## config.mk

```make
export PLATFORM = sky130hd
export DESIGN_NAME = sync_data_regs
export DESIGN_NICKNAME = d
export VERILOG_FILES = /design/src/sync_data_pkg.sv /design/src/sync_tracker.sv /design/src/sync_data_regs.sv
export SDC_FILE = /design/constraint.sdc
export NUM_CORES = 1
export LEC_CHECK = 0
export BUFFER_PORTS_ARGS = -buffer_cell sky130_fd_sc_hd__clkbuf_2
export CAP_MARGIN = 20
export CORE_ASPECT_RATIO = 0.75
export CORE_MARGIN = 1.5
export CORE_UTILIZATION = 30
export CTS_BUF_LIST = sky130_fd_sc_hd__clkbuf_16
export DETAILED_ROUTE_END_ITERATION = 8
export PLACE_DENSITY = 0.66
export SYNTH_ARGS = -nofsm -noshare
export SYNTH_HDL_FRONTEND = slang
export SYNTH_SLANG_ARGS = --single-unit
export TNS_END_PERCENT = 20
```

## constraint.sdc

```tcl
create_clock -name clk_sys -period 2.95 [get_ports clk_sys]
set_input_delay 0.295 -clock clk_sys [delete_from_list [all_inputs] [get_ports clk_sys]]
set_output_delay 0.295 -clock clk_sys [all_outputs]
set_load 0.1 [all_outputs]
```

## src/sync_data_pkg.sv

```systemverilog
// Constants for the serial unit sync-busy, address, data and debug registers
package sync_data_pkg;
  // Register byte offsets
  localparam logic [7:0] OFF_FIRST_CTRL  = 8'h00;
  localparam logic [7:0] OFF_SECOND_CTRL = 8'h04;
  localparam logic [7:0] OFF_INT_FLAG    = 8'h18;
  localparam logic [7:0] OFF_SYNC_STATUS = 8'h1c;
  localparam logic [7:0] OFF_MATCH_ADDR  = 8'h24;
  localparam logic [7:0] OFF_XFER_BUF    = 8'h28;
  localparam logic [7:0] OFF_DEBUG       = 8'h30;
  // Field positions
  localparam int SYNC_SOFT_RST_BIT = 0;
  localparam int SYNC_ENABLE_BIT   = 1;
  localparam int SYNC_CTL2_BIT     = 2;
  localparam int CTL1_SOFT_RST_BIT = 0;
  localparam int CTL1_ENABLE_BIT   = 1;
  localparam int CTL2_RXEN_BIT     = 17;
  localparam int FLAG_TX_EMPTY_BIT = 0;
  localparam int FLAG_RX_FULL_BIT  = 2;
  localparam int MASK_LSB        = 16;
  localparam int DBG_HALT_BIT    = 0;
  // Writable bits and reset values
  localparam logic [31:0] CTL2_WMASK    = 32'h0002_0000;
  localparam logic [31:0] CTL2_RESET    = 32'h0000_0000;
  localparam logic [7:0]  ADDR_RESET    = 8'h00;
  localparam logic [8:0]  DATA_RESET    = 9'h000;
  // Cross-domain settle time, rounded up to whole core cycles
  localparam int CLK_PERIOD_PS = 10000;
  localparam int SYNC_TIME_NS  = 40;
  localparam int SYNC_CYCLES   = (SYNC_TIME_NS * 1000 + CLK_PERIOD_PS - 1) / CLK_PERIOD_PS;
  localparam int SYNC_CNT_W    = 4;
endpackage

```

## src/sync_tracker.sv

```systemverilog
// Busy tracker for one cross-domain synchronisation
`timescale 1ns/100ps
module sync_tracker (
  // Clock and reset
  input  wire logic clk_sys,
  input  wire logic rst_n,
  // Request and status
  input  wire logic start,
  output logic      busy,
  output logic      done
);
  typedef enum logic [0:0] {
    TRK_IDLE = 1'b0,
    TRK_BUSY = 1'b1
  } trk_state_t;

  trk_state_t                                  state_r;
  logic [sync_data_pkg::SYNC_CNT_W-1:0]        cnt_r;

  // Hold busy for a fixed settle time; a new start while busy restarts it
  always_ff @(posedge clk_sys or negedge rst_n) begin
    if (!rst_n) begin
      state_r <= TRK_IDLE;
      cnt_r   <= '0;
    end else if (start) begin
      state_r <= TRK_BUSY;
      cnt_r   <= sync_data_pkg::SYNC_CNT_W'(sync_data_pkg::SYNC_CYCLES - 1);
    end else begin
      unique case (state_r)
        TRK_IDLE: cnt_r <= '0;
        TRK_BUSY: begin
          if (cnt_r == '0) begin
            state_r <= TRK_IDLE;
          end else begin
            cnt_r <= cnt_r - 1'b1;
          end
        end
      endcase
    end
  end

  assign busy = (state_r == TRK_BUSY);
  assign done = busy && (cnt_r == '0) && !start;
endmodule // sync_tracker

```

## src/sync_data_regs.sv

```systemverilog
// Sync-busy tracking, address match, data buffer and debug-halt registers
//
// Summary of operation
// Enabled second control write sets busy bit 2
// Second control write while busy gives bus error
// Enable bit write without soft reset sets busy bit 1
// Enable sync pending: discard non-reset writes, error
// Soft reset request sets busy bit 0
// Reset sync pending: drop every write, error
// Unused register bits read back as zero
// Address bits 23:16 hold match mask
// Address bits 7:0 hold match address
// Data read returns receive buffer contents
// Data write loads transmit buffer
// Software reads on receive, writes on empty
// Halt bit stops baud generator under debug
// Receive flag clears on read or disable
// Empty flag clears on write, sets when taken
// Sync status register is read only
`timescale 1ns/100ps
module sync_data_regs (
  // Clock and reset
  input  wire logic        clk_sys,
  input  wire logic        rst_n,
  // Peripheral bus slave
  input  wire logic        psel,
  input  wire logic        penable,
  input  wire logic        pwrite,
  input  wire logic [7:0]  paddr,
  input  wire logic [31:0] pwdata,
  output logic [31:0]      prdata,
  output logic             pready,
  output logic             pslverr,
  // Receive side of the shifter
  input  wire logic        rx_valid,
  input  wire logic [8:0]  rx_data_in,
  // Transmit side of the shifter
  input  wire logic        tx_take,
  output logic [8:0]       tx_data,
  output logic             tx_valid,
  // Configuration towards the serial core
  output logic             unit_enabled,
  output logic             receiver_enabled,
  output logic [31:0]      second_control_register,
  output logic [7:0]       match_address,
  output logic [7:0]       match_mask_field,
  // Debug halt
  input  wire logic        cpu_debug_halt,
  output logic             baud_run
);
  // Word-aligned offset compare used by every decode
  function automatic logic hit(input logic [7:0] a, input logic [7:0] off);
    hit = (a[7:2] == off[7:2]);
  endfunction

  logic        ctl1_en_r;
  logic        enabled_r;
  logic [31:0] ctl2_r;
  logic [7:0]  addr_r;
  logic [7:0]  mask_r;
  logic [8:0]  rx_buf_r;
  logic [8:0]  tx_buf_r;
  logic        rx_full_r;
  logic        tx_empty_r;
  logic        halt_on_debug_r;
  logic [31:0] prdata_r;
  logic [31:0] rd_nxt;
  logic        wr_acc;
  logic        rd_acc;
  logic        wr_err;
  logic        wr_ok;
  logic        soft_rst_req;
  logic        ctl1_wr;
  logic        ctl2_wr;
  logic        ctl2_start;
  logic        rst_busy;
  logic        en_busy;
  logic        cb_busy;
  logic        rst_done;
  logic        en_done;
  logic        cb_done;
  logic [2:0]  sync_pending_status;

  // Bus phases; no wait states are ever inserted
  assign wr_acc = psel && penable && pwrite;
  assign rd_acc = psel && penable && !pwrite;
  assign pready = 1'b1;

  // Write gating while a synchronisation is in flight
  always_comb begin
    wr_err = 1'b0;
    if (wr_acc) begin
      if (rst_busy) begin
        wr_err = 1'b1;
      end else if (en_busy && !(hit(paddr, sync_data_pkg::OFF_FIRST_CTRL)
                   && pwdata[sync_data_pkg::CTL1_SOFT_RST_BIT])) begin
        wr_err = 1'b1;
      end else if (cb_busy && hit(paddr, sync_data_pkg::OFF_SECOND_CTRL)) begin
        wr_err = 1'b1;
      end
    end
  end

  assign pslverr     = wr_err;
  assign wr_ok       = wr_acc && !wr_err;
  assign ctl1_wr      = wr_ok && hit(paddr, sync_data_pkg::OFF_FIRST_CTRL);
  assign soft_rst_req = ctl1_wr && pwdata[sync_data_pkg::CTL1_SOFT_RST_BIT];
  assign ctl2_wr      = wr_ok && hit(paddr, sync_data_pkg::OFF_SECOND_CTRL);
  assign ctl2_start   = ctl2_wr && enabled_r;

  // One tracker per synchronised write kind
  sync_tracker u_rst_sync (
    .clk_sys (clk_sys),
    .rst_n   (rst_n),
    .start   (soft_rst_req),
    .busy    (rst_busy),
    .done    (rst_done)
  );

  sync_tracker u_en_sync (
    .clk_sys (clk_sys),
    .rst_n   (rst_n),
    .start   (ctl1_wr && !soft_rst_req),
    .busy    (en_busy),
    .done    (en_done)
  );

  sync_tracker u_cb_sync (
    .clk_sys (clk_sys),
    .rst_n   (rst_n),
    .start   (ctl2_start),
    .busy    (cb_busy),
    .done    (cb_done)
  );

  // Only three live bits; the rest of the word is tied low
  assign sync_pending_status = {cb_busy, en_busy, rst_busy};

  // Enable: written value held at once, takes effect after the settle time
  always_ff @(posedge clk_sys or negedge rst_n) begin
    if (!rst_n) begin
      ctl1_en_r <= 1'b0;
      enabled_r <= 1'b0;
    end else if (rst_done) begin
      ctl1_en_r <= 1'b0;
      enabled_r <= 1'b0;
    end else begin
      if (ctl1_wr && !soft_rst_req) begin
        ctl1_en_r <= pwdata[sync_data_pkg::CTL1_ENABLE_BIT];
      end
      if (en_done) begin
        enabled_r <= ctl1_en_r;
      end
    end
  end

  // Second control register, only documented bits writable
  always_ff @(posedge clk_sys or negedge rst_n) begin
    if (!rst_n) begin
      ctl2_r <= sync_data_pkg::CTL2_RESET;
    end else if (rst_done) begin
      ctl2_r <= sync_data_pkg::CTL2_RESET;
    end else if (ctl2_wr) begin
      ctl2_r <= pwdata & sync_data_pkg::CTL2_WMASK;
    end
  end

  // Address match fields
  always_ff @(posedge clk_sys or negedge rst_n) begin
    if (!rst_n) begin
      addr_r <= sync_data_pkg::ADDR_RESET;
      mask_r <= sync_data_pkg::ADDR_RESET;
    end else if (rst_done) begin
      addr_r <= sync_data_pkg::ADDR_RESET;
      mask_r <= sync_data_pkg::ADDR_RESET;
    end else if (wr_ok && hit(paddr, sync_data_pkg::OFF_MATCH_ADDR)) begin
      addr_r <= pwdata[7:0];
      mask_r <= pwdata[sync_data_pkg::MASK_LSB +: 8];
    end
  end

  // Receive buffer and its flag; a new character beats a same-cycle clear
  always_ff @(posedge clk_sys or negedge rst_n) begin
    if (!rst_n) begin
      rx_buf_r  <= sync_data_pkg::DATA_RESET;
      rx_full_r <= 1'b0;
    end else if (rst_done) begin
      rx_buf_r  <= sync_data_pkg::DATA_RESET;
      rx_full_r <= 1'b0;
    end else if (rx_valid && receiver_enabled) begin
      rx_buf_r  <= rx_data_in;
      rx_full_r <= 1'b1;
    end else if ((rd_acc && hit(paddr, sync_data_pkg::OFF_XFER_BUF)) || !receiver_enabled) begin
      rx_full_r <= 1'b0;
    end
  end

  // Transmit buffer; fresh data keeps the flag low even if the old word left
  always_ff @(posedge clk_sys or negedge rst_n) begin
    if (!rst_n) begin
      tx_buf_r <= sync_data_pkg::DATA_RESET;
      tx_empty_r <= 1'b1;
    end else if (rst_done) begin
      tx_buf_r   <= sync_data_pkg::DATA_RESET;
      tx_empty_r <= 1'b1;
    end else if (wr_ok && hit(paddr, sync_data_pkg::OFF_XFER_BUF)) begin
      tx_buf_r   <= pwdata[8:0];
      tx_empty_r <= 1'b0;
    end else if (tx_take) begin
      tx_empty_r <= 1'b1;
    end
  end

  // Debug control survives a soft reset
  always_ff @(posedge clk_sys or negedge rst_n) begin
    if (!rst_n) begin
      halt_on_debug_r <= 1'b0;
    end else if (wr_ok && hit(paddr, sync_data_pkg::OFF_DEBUG)) begin
      halt_on_debug_r <= pwdata[sync_data_pkg::DBG_HALT_BIT];
    end
  end

  // Read mux; unmapped offsets and reserved bits read zero
  always_comb begin
    rd_nxt = '0;
    if (hit(paddr, sync_data_pkg::OFF_FIRST_CTRL)) begin
      rd_nxt[sync_data_pkg::CTL1_ENABLE_BIT] = ctl1_en_r;
    end else if (hit(paddr, sync_data_pkg::OFF_SECOND_CTRL)) begin
      rd_nxt = ctl2_r;
    end else if (hit(paddr, sync_data_pkg::OFF_INT_FLAG)) begin
      rd_nxt[sync_data_pkg::FLAG_TX_EMPTY_BIT] = tx_empty_r;
      rd_nxt[sync_data_pkg::FLAG_RX_FULL_BIT]  = rx_full_r;
    end else if (hit(paddr, sync_data_pkg::OFF_SYNC_STATUS)) begin
      rd_nxt[2:0] = sync_pending_status;
    end else if (hit(paddr, sync_data_pkg::OFF_MATCH_ADDR)) begin
      rd_nxt[7:0] = addr_r;
      rd_nxt[sync_data_pkg::MASK_LSB +: 8] = mask_r;
    end else if (hit(paddr, sync_data_pkg::OFF_XFER_BUF)) begin
      rd_nxt[8:0] = rx_buf_r;
    end else if (hit(paddr, sync_data_pkg::OFF_DEBUG)) begin
      rd_nxt[sync_data_pkg::DBG_HALT_BIT] = halt_on_debug_r;
    end
  end

  // Read data captured in the setup phase so it is stable for the access
  always_ff @(posedge clk_sys or negedge rst_n) begin
    if (!rst_n) begin
      prdata_r <= '0;
    end else if (psel && !penable && !pwrite) begin
      prdata_r <= rd_nxt;
    end
  end

  // Outputs; a write to the status offset hits no register at all
  assign prdata                  = prdata_r;
  assign tx_data                 = tx_buf_r;
  assign tx_valid                = !tx_empty_r;
  assign unit_enabled            = enabled_r;
  assign receiver_enabled        = enabled_r && ctl2_r[sync_data_pkg::CTL2_RXEN_BIT];
  assign second_control_register = ctl2_r;
  assign match_address           = addr_r;
  assign match_mask_field        = mask_r;
  assign baud_run                = !(halt_on_debug_r && cpu_debug_halt);
endmodule // sync_data_regs

```

# After elaboration in Yosys (flattened, before gate mapping)
# Index checks and enable logic that the tools add are counted.
dict set report op_classes {
  n_addsub 3
  eq_ne 9
  muxes 68
  n_bitwise 3
  reduce_logical 47
}
# cell count
set ops {}
lappend ops {{$mux 8} 16}
lappend ops {{$mux 32} 2}
lappend ops {{$mux 9} 5}
lappend ops {{$mux 1} 31}
lappend ops {{$mux 30} 1}
lappend ops {{$logic_and 1x1->1} 25}
lappend ops {{$mux 4} 6}
lappend ops {{$pmux 4 s2} 3}
lappend ops {{$eq 6x4->1 const B} 3}
lappend ops {{$eq 6x3->1 const B} 2}
lappend ops {{$logic_not 4->1} 3}
lappend ops {{$mux 6} 2}
lappend ops {{$reduce_bool 2->1} 6}
lappend ops {{$sub 4x1->4 const B} 3}
lappend ops {{$logic_not 1->1} 9}
lappend ops {{$mux 7} 1}
lappend ops {{$eq 6x1->1 const B} 1}
lappend ops {{$logic_not 6->1} 1}
lappend ops {{$ne 3x2->1 const B} 2}
lappend ops {{$reduce_bool 3->1} 2}
lappend ops {{$mux 3} 1}
lappend ops {{$ne 3x3->1 const B} 1}
lappend ops {{$not 1->1} 3}
lappend ops {{$logic_or 1x1->1} 1}
dict set report word_totals {
  reg_bits 118
  input_bits 57
  out_inout_bits 95
}

# Logic depth before layout (Yosys ltp)
dict set report depth {
  depth_word 17
  depth_mapped 9
  mapped_depth_nobuf 6
}

# Modules after synthesis
# From an unflattened synthesis, not the netlist that was laid out.
dict set report hier_totals {
  hier_cells 392
  hier_area_um2 4040.1
}
# module instances cells_each area_each_um2 seq_area_each_um2
set by_module_without_submodules {}
lappend by_module_without_submodules {sync_data_regs 1 317 3225.6 1427.6}
lappend by_module_without_submodules {sync_tracker 3 25 271.5 125.1}

# Worst setup path after synthesis
# Ideal clock, no wire load.
dict set report synth_timing {
  path_kind {input -> output}
  from {input paddr[5]}
  to {output pslverr}
  t_arrival_ps 3395
  t_required_ps 2655
  setup_slack_ps -740
  path_stages 4
  n_path_buf 0
  path_cell_list {or4_4 > nor2_1 > a211oi_1 > nor3_1}
}
dict set report synth_between {
  elab_chain_len 7
}
# item line_no
set synth_lines {}
lappend synth_lines {{start: declaration} sync_data_regs.sv:29} ;# input wire logic [7:0] paddr,
lappend synth_lines {{$logic_not 6->1} sync_data_regs.sv:53} ;# hit = (a[7:2] == off[7:2]);
lappend synth_lines {{$logic_and 1x1->1} sync_data_regs.sv:96} ;# && pwdata[sync_data_pkg::CTL1_SOFT_RST_BIT])) begin
lappend synth_lines {{$logic_not 1->1} sync_data_regs.sv:95} ;# end else if (en_busy && !(hit(paddr, sync_data_pkg::OFF_FIRST_CTRL)
lappend synth_lines {{$logic_and 1x1->1} sync_data_regs.sv:95}
lappend synth_lines {{$mux 1 *} sync_data_regs.sv:95}
lappend synth_lines {{$mux 1 *} sync_data_regs.sv:93} ;# if (rst_busy) begin
lappend synth_lines {{$mux 1 *} sync_data_regs.sv:92} ;# if (wr_acc) begin
lappend synth_lines {{end: declaration} sync_data_regs.sv:33} ;# output logic pslverr,
# Every way passes the cells marked *; elsewhere a longest branch is shown, timed or not.

# Worst setup path after layout
dict set report layout_timing {
  from {register u_rst_sync.cnt_r[1] (netlist name)}
  to {register addr_r[5], in the netlist match_address[5]}
}
dict set report layout_between {
  elab_chain_len 4
}
# item line_no
set layout_lines {}
lappend layout_lines {{start: declaration} sync_tracker.sv:18} ;# logic [sync_data_pkg::SYNC_CNT_W-1:0] cnt_r;
lappend layout_lines {{start signal: assignment} sync_tracker.sv:27} ;# cnt_r <= sync_data_pkg::SYNC_CNT_W'(sync_data_pkg::SYNC_CYCLES - 1);
lappend layout_lines {{start signal: assignment} sync_tracker.sv:35} ;# cnt_r <= cnt_r - 1'b1;
lappend layout_lines {{$logic_not 4->1 *} sync_tracker.sv:43} ;# assign done = busy && (cnt_r == '0) && !start;
lappend layout_lines {{$logic_and 1x1->1 * (2 in a row)} sync_tracker.sv:43}
lappend layout_lines {{$mux 8 or $reduce_bool 2->1 (tied branches)} n/a}
lappend layout_lines {{end signal: assignment} sync_data_regs.sv:171} ;# addr_r <= sync_data_pkg::ADDR_RESET;
lappend layout_lines {{end signal: assignment} sync_data_regs.sv:174} ;# addr_r <= sync_data_pkg::ADDR_RESET;
lappend layout_lines {{end signal: assignment} sync_data_regs.sv:177} ;# addr_r <= pwdata[7:0];
lappend layout_lines {{end: declaration} sync_data_regs.sv:59} ;# logic [7:0] addr_r;
# Marks and branches as above.
# A chain may end at the register's enable or synchronous reset.

==> results.json <==
{
  "status": "finished, final reports clean",
  "gr-total-overflow": 0,
  "grt_pass1_wl_um": 15300,
  "arrival_ns": 2.41,
  "critPathCaptureType": "register",
  "p_leak_uw": 0.00222,
  "grt_max_degree": 73,
  "endpoint": "match_address[5]",
  "fin_area_mm2": 0.00449,
  "critPathLaunchType": "register",
  "grt_pass1_vias": 2873,
  "synthArstFlopShare": 1.00,
  "r2r_setup_slack_ns": 0.75,
  "ant_nets": 0,
  "rsz0062_at_grt": "false",
  "antenna_cells": 0,
  "crit_type": "register to register",
  "syn_avg_cell_area_um2": 9.38,
  "r2r_cells": 6,
  "reg2reg_to": "match_address[5]",
  "cp_max_fo": 42,
  "fmax_mhz": 454,
  "cts-root-buf": "clkbuf_16",
  "die_w_um": 132,
  "relSlewSlack": 0.390,
  "crit_required_ns": 3.16,
  "wl_per_cell_um": 14.5,
  "min_period_over_period": 0.747,
  "dieArea_mm2": 0.0132,
  "areaGrowthSynthToFinish_pct": 19.8,
  "drtIter0Drc": 188,
  "drt-total-wl_um": 9460,
  "vias": 2972,
  "slew_violations": 0,
  "postSynthCellCount": 400,
  "ys_seq_area_frac": 0.481,
  "rr_startpoint": "u_rst_sync.cnt_r[1]",
  "fin_setup_tns_ns": 0,
  "clock_skew_ns": 0.00977,
  "h-tree-depth": 3,
  "fin_crit_ns": 2.20,
  "place.gp.congestion": 0.818,
  "cts_hold_buf": 0,
  "ir_worst_vdd_mv": 0.369,
  "synth_edf_count": 0,
  "cellPowerDensity_mw_per_mm2": 619,
  "max-clock-path-buffers": 2,
  "syn_area_mm2": 0.00375,
  "drive_gt1_frac": 0.233,
  "core-area_mm2": 0.0122,
  "finalSetupViolations": 0,
  "yosys_warnings": 0,
  "die_h_um": 99.8,
  "io_pins": 152,
  "synth-main-ff-cell": "dfrtp_1",
  "drc": 0,
  "cpPeakStageDelay_ns": 0.59,
  "synth_cell_types": 50,
  "cts_resized": 0,
  "hpwlAfterDp_um": 7020,
  "grtUsageTotal": 0.149,
  "mostFrequentLayoutCells": "nand2_1, clkbuf_2, dfrtp_1",
  "drtPass1Iterations": 4,
  "finalHoldViolations": 0,
  "numCtsBuffers": 9,
  "antenna_found_initial": 0,
  "clk_latency_ns": 0.33,
  "tightest_slew_ns": 0.915,
  "cap_violations": 0,
  "rows": 35,
  "num-nets-final": 543,
  "tritoncts": "built",
  "crit_chain": "inv_1 > ha_1 > or3b_2 > or2_2 > nand3_1 > o21ai_1",
  "post-cts-setup-buffers": 0,
  "ys_ff_latch": 72,
  "hp-class": "input pin to async pin",
  "clk_pin_slew_worst_paths_ns": 0.06,
  "placedInstanceArea_mm2": 0.00416,
  "viasPerCell": 4.57,
  "cp-startpoint": "u_rst_sync.cnt_r[1]",
  "clkSinkCount": 72,
  "cpMaxStageDelayCell": "or2_2",
  "start_util": 0.307,
  "io_buffers": 87
}
## critical path: cells and delay by family, from the launching register on
kind,cells,cell delay [ns]
and+or+nand+nor,3,1.32
DFF,1,0.40
adders and majority gates,1,0.20
AOI/OAI and AO/OA,1,0.08
buffers and inverters,1,0.07
## per-stage QoR
| step | hold WS, ns | setup WS [ns] | std cells | util | total power (µW) |
|---|---|---|---|---|---|
| 2_1_floorplan | -0.000591 | 0.104 | 445 | - | 1520 |
| 3_3_place_gp | 0.465 | 0.786 | 636 | 0.341 | 1570 |
| 3_5_place_dp | 0.482 | 0.755 | 636 | 0.341 | 1570 |
| 4_1_cts | 0.137 | 0.730 | 651 | 0.368 | 2800 |
| 5_1_grt | 0.159 | 0.588 | 651 | 0.368 | 2880 |
| 6_report | 0.0803 | 0.747 | 651 | 0.368 | 2780 |
## layer usage
metal,track usage,part of all wire
met5,0,0
met4,0.0256,0.00042
met3,0.0545,0.070
met2,0.227,0.45
met1,0.205,0.48
## synthesized netlist by cell type, types with 9 or more instances
master    instances  share of area
nor2_1           15          0.015
a22o_1           17          0.040
o21ai_0          26          0.035
nand3_1           9          0.012
inv_1            12          0.012
clkbuf_1         10          0.010
dfrtp_1          71           0.47
a21oi_1          18          0.024
buf_4            47          0.094
mux2i_1          12          0.032
nand2_1          85          0.085
## cells by family after synthesis
group / share of synthesized area
AOI/OAI and AO/OA: 0.131
xor gates and xnor gates: 0.0117
adders and majority gates: 0.0167
buffers and inverters: 0.128
DFF: 0.481
muxes: 0.0320
other: 0.00200
and+or+nand+nor: 0.197
## registers in the layout, indices dropped and copies added, names as in the netlist, 4 cells and up
signal	count
prdata	17
rx_buf_r	9
tx_data	9
match_address	8
match_mask_field	8
u_cb_sync.cnt_r	4
u_en_sync.cnt_r	4
u_rst_sync.cnt_r	4
## how the worst min path moves through the flow
| stage | startpoint | to | slack, ns | depth (start not counted) |
|---|---|---|---|---|
| CTS | rst_n | tx_data[0] | 0.14 | 1 |
| global placement | prdata[8] | prdata[8] | 0.47 | 2 |
| detailed placement | prdata[8] | prdata[8] | 0.48 | 2 |
| floorplan | rst_n | ctl1_en_r | -0.0006 | 0 |
| finish | rst_n | u_rst_sync.cnt_r[3] | 0.08 | 1 |
| global route | rst_n | u_rst_sync.cnt_r[2] | 0.16 | 1 |
## report_power, final
group          switching, µW  total [µW]  internal [µW]
registers               17.6        1030           1010
logic                    477         526           48.8
clock network            411        1230            818
total                    906        2780           1870
## cell type report
cell class	instances	area [µm²]
inverters	12	45.0
clock inverters	6	109
repair buffers	90	463
multi-input cells	296	1640
well taps	166	208
fillers	1253	7720
flip-flops and latches	72	1800
clock buffers	9	225
No activity file was read; power rests on OpenSTA's default activity.
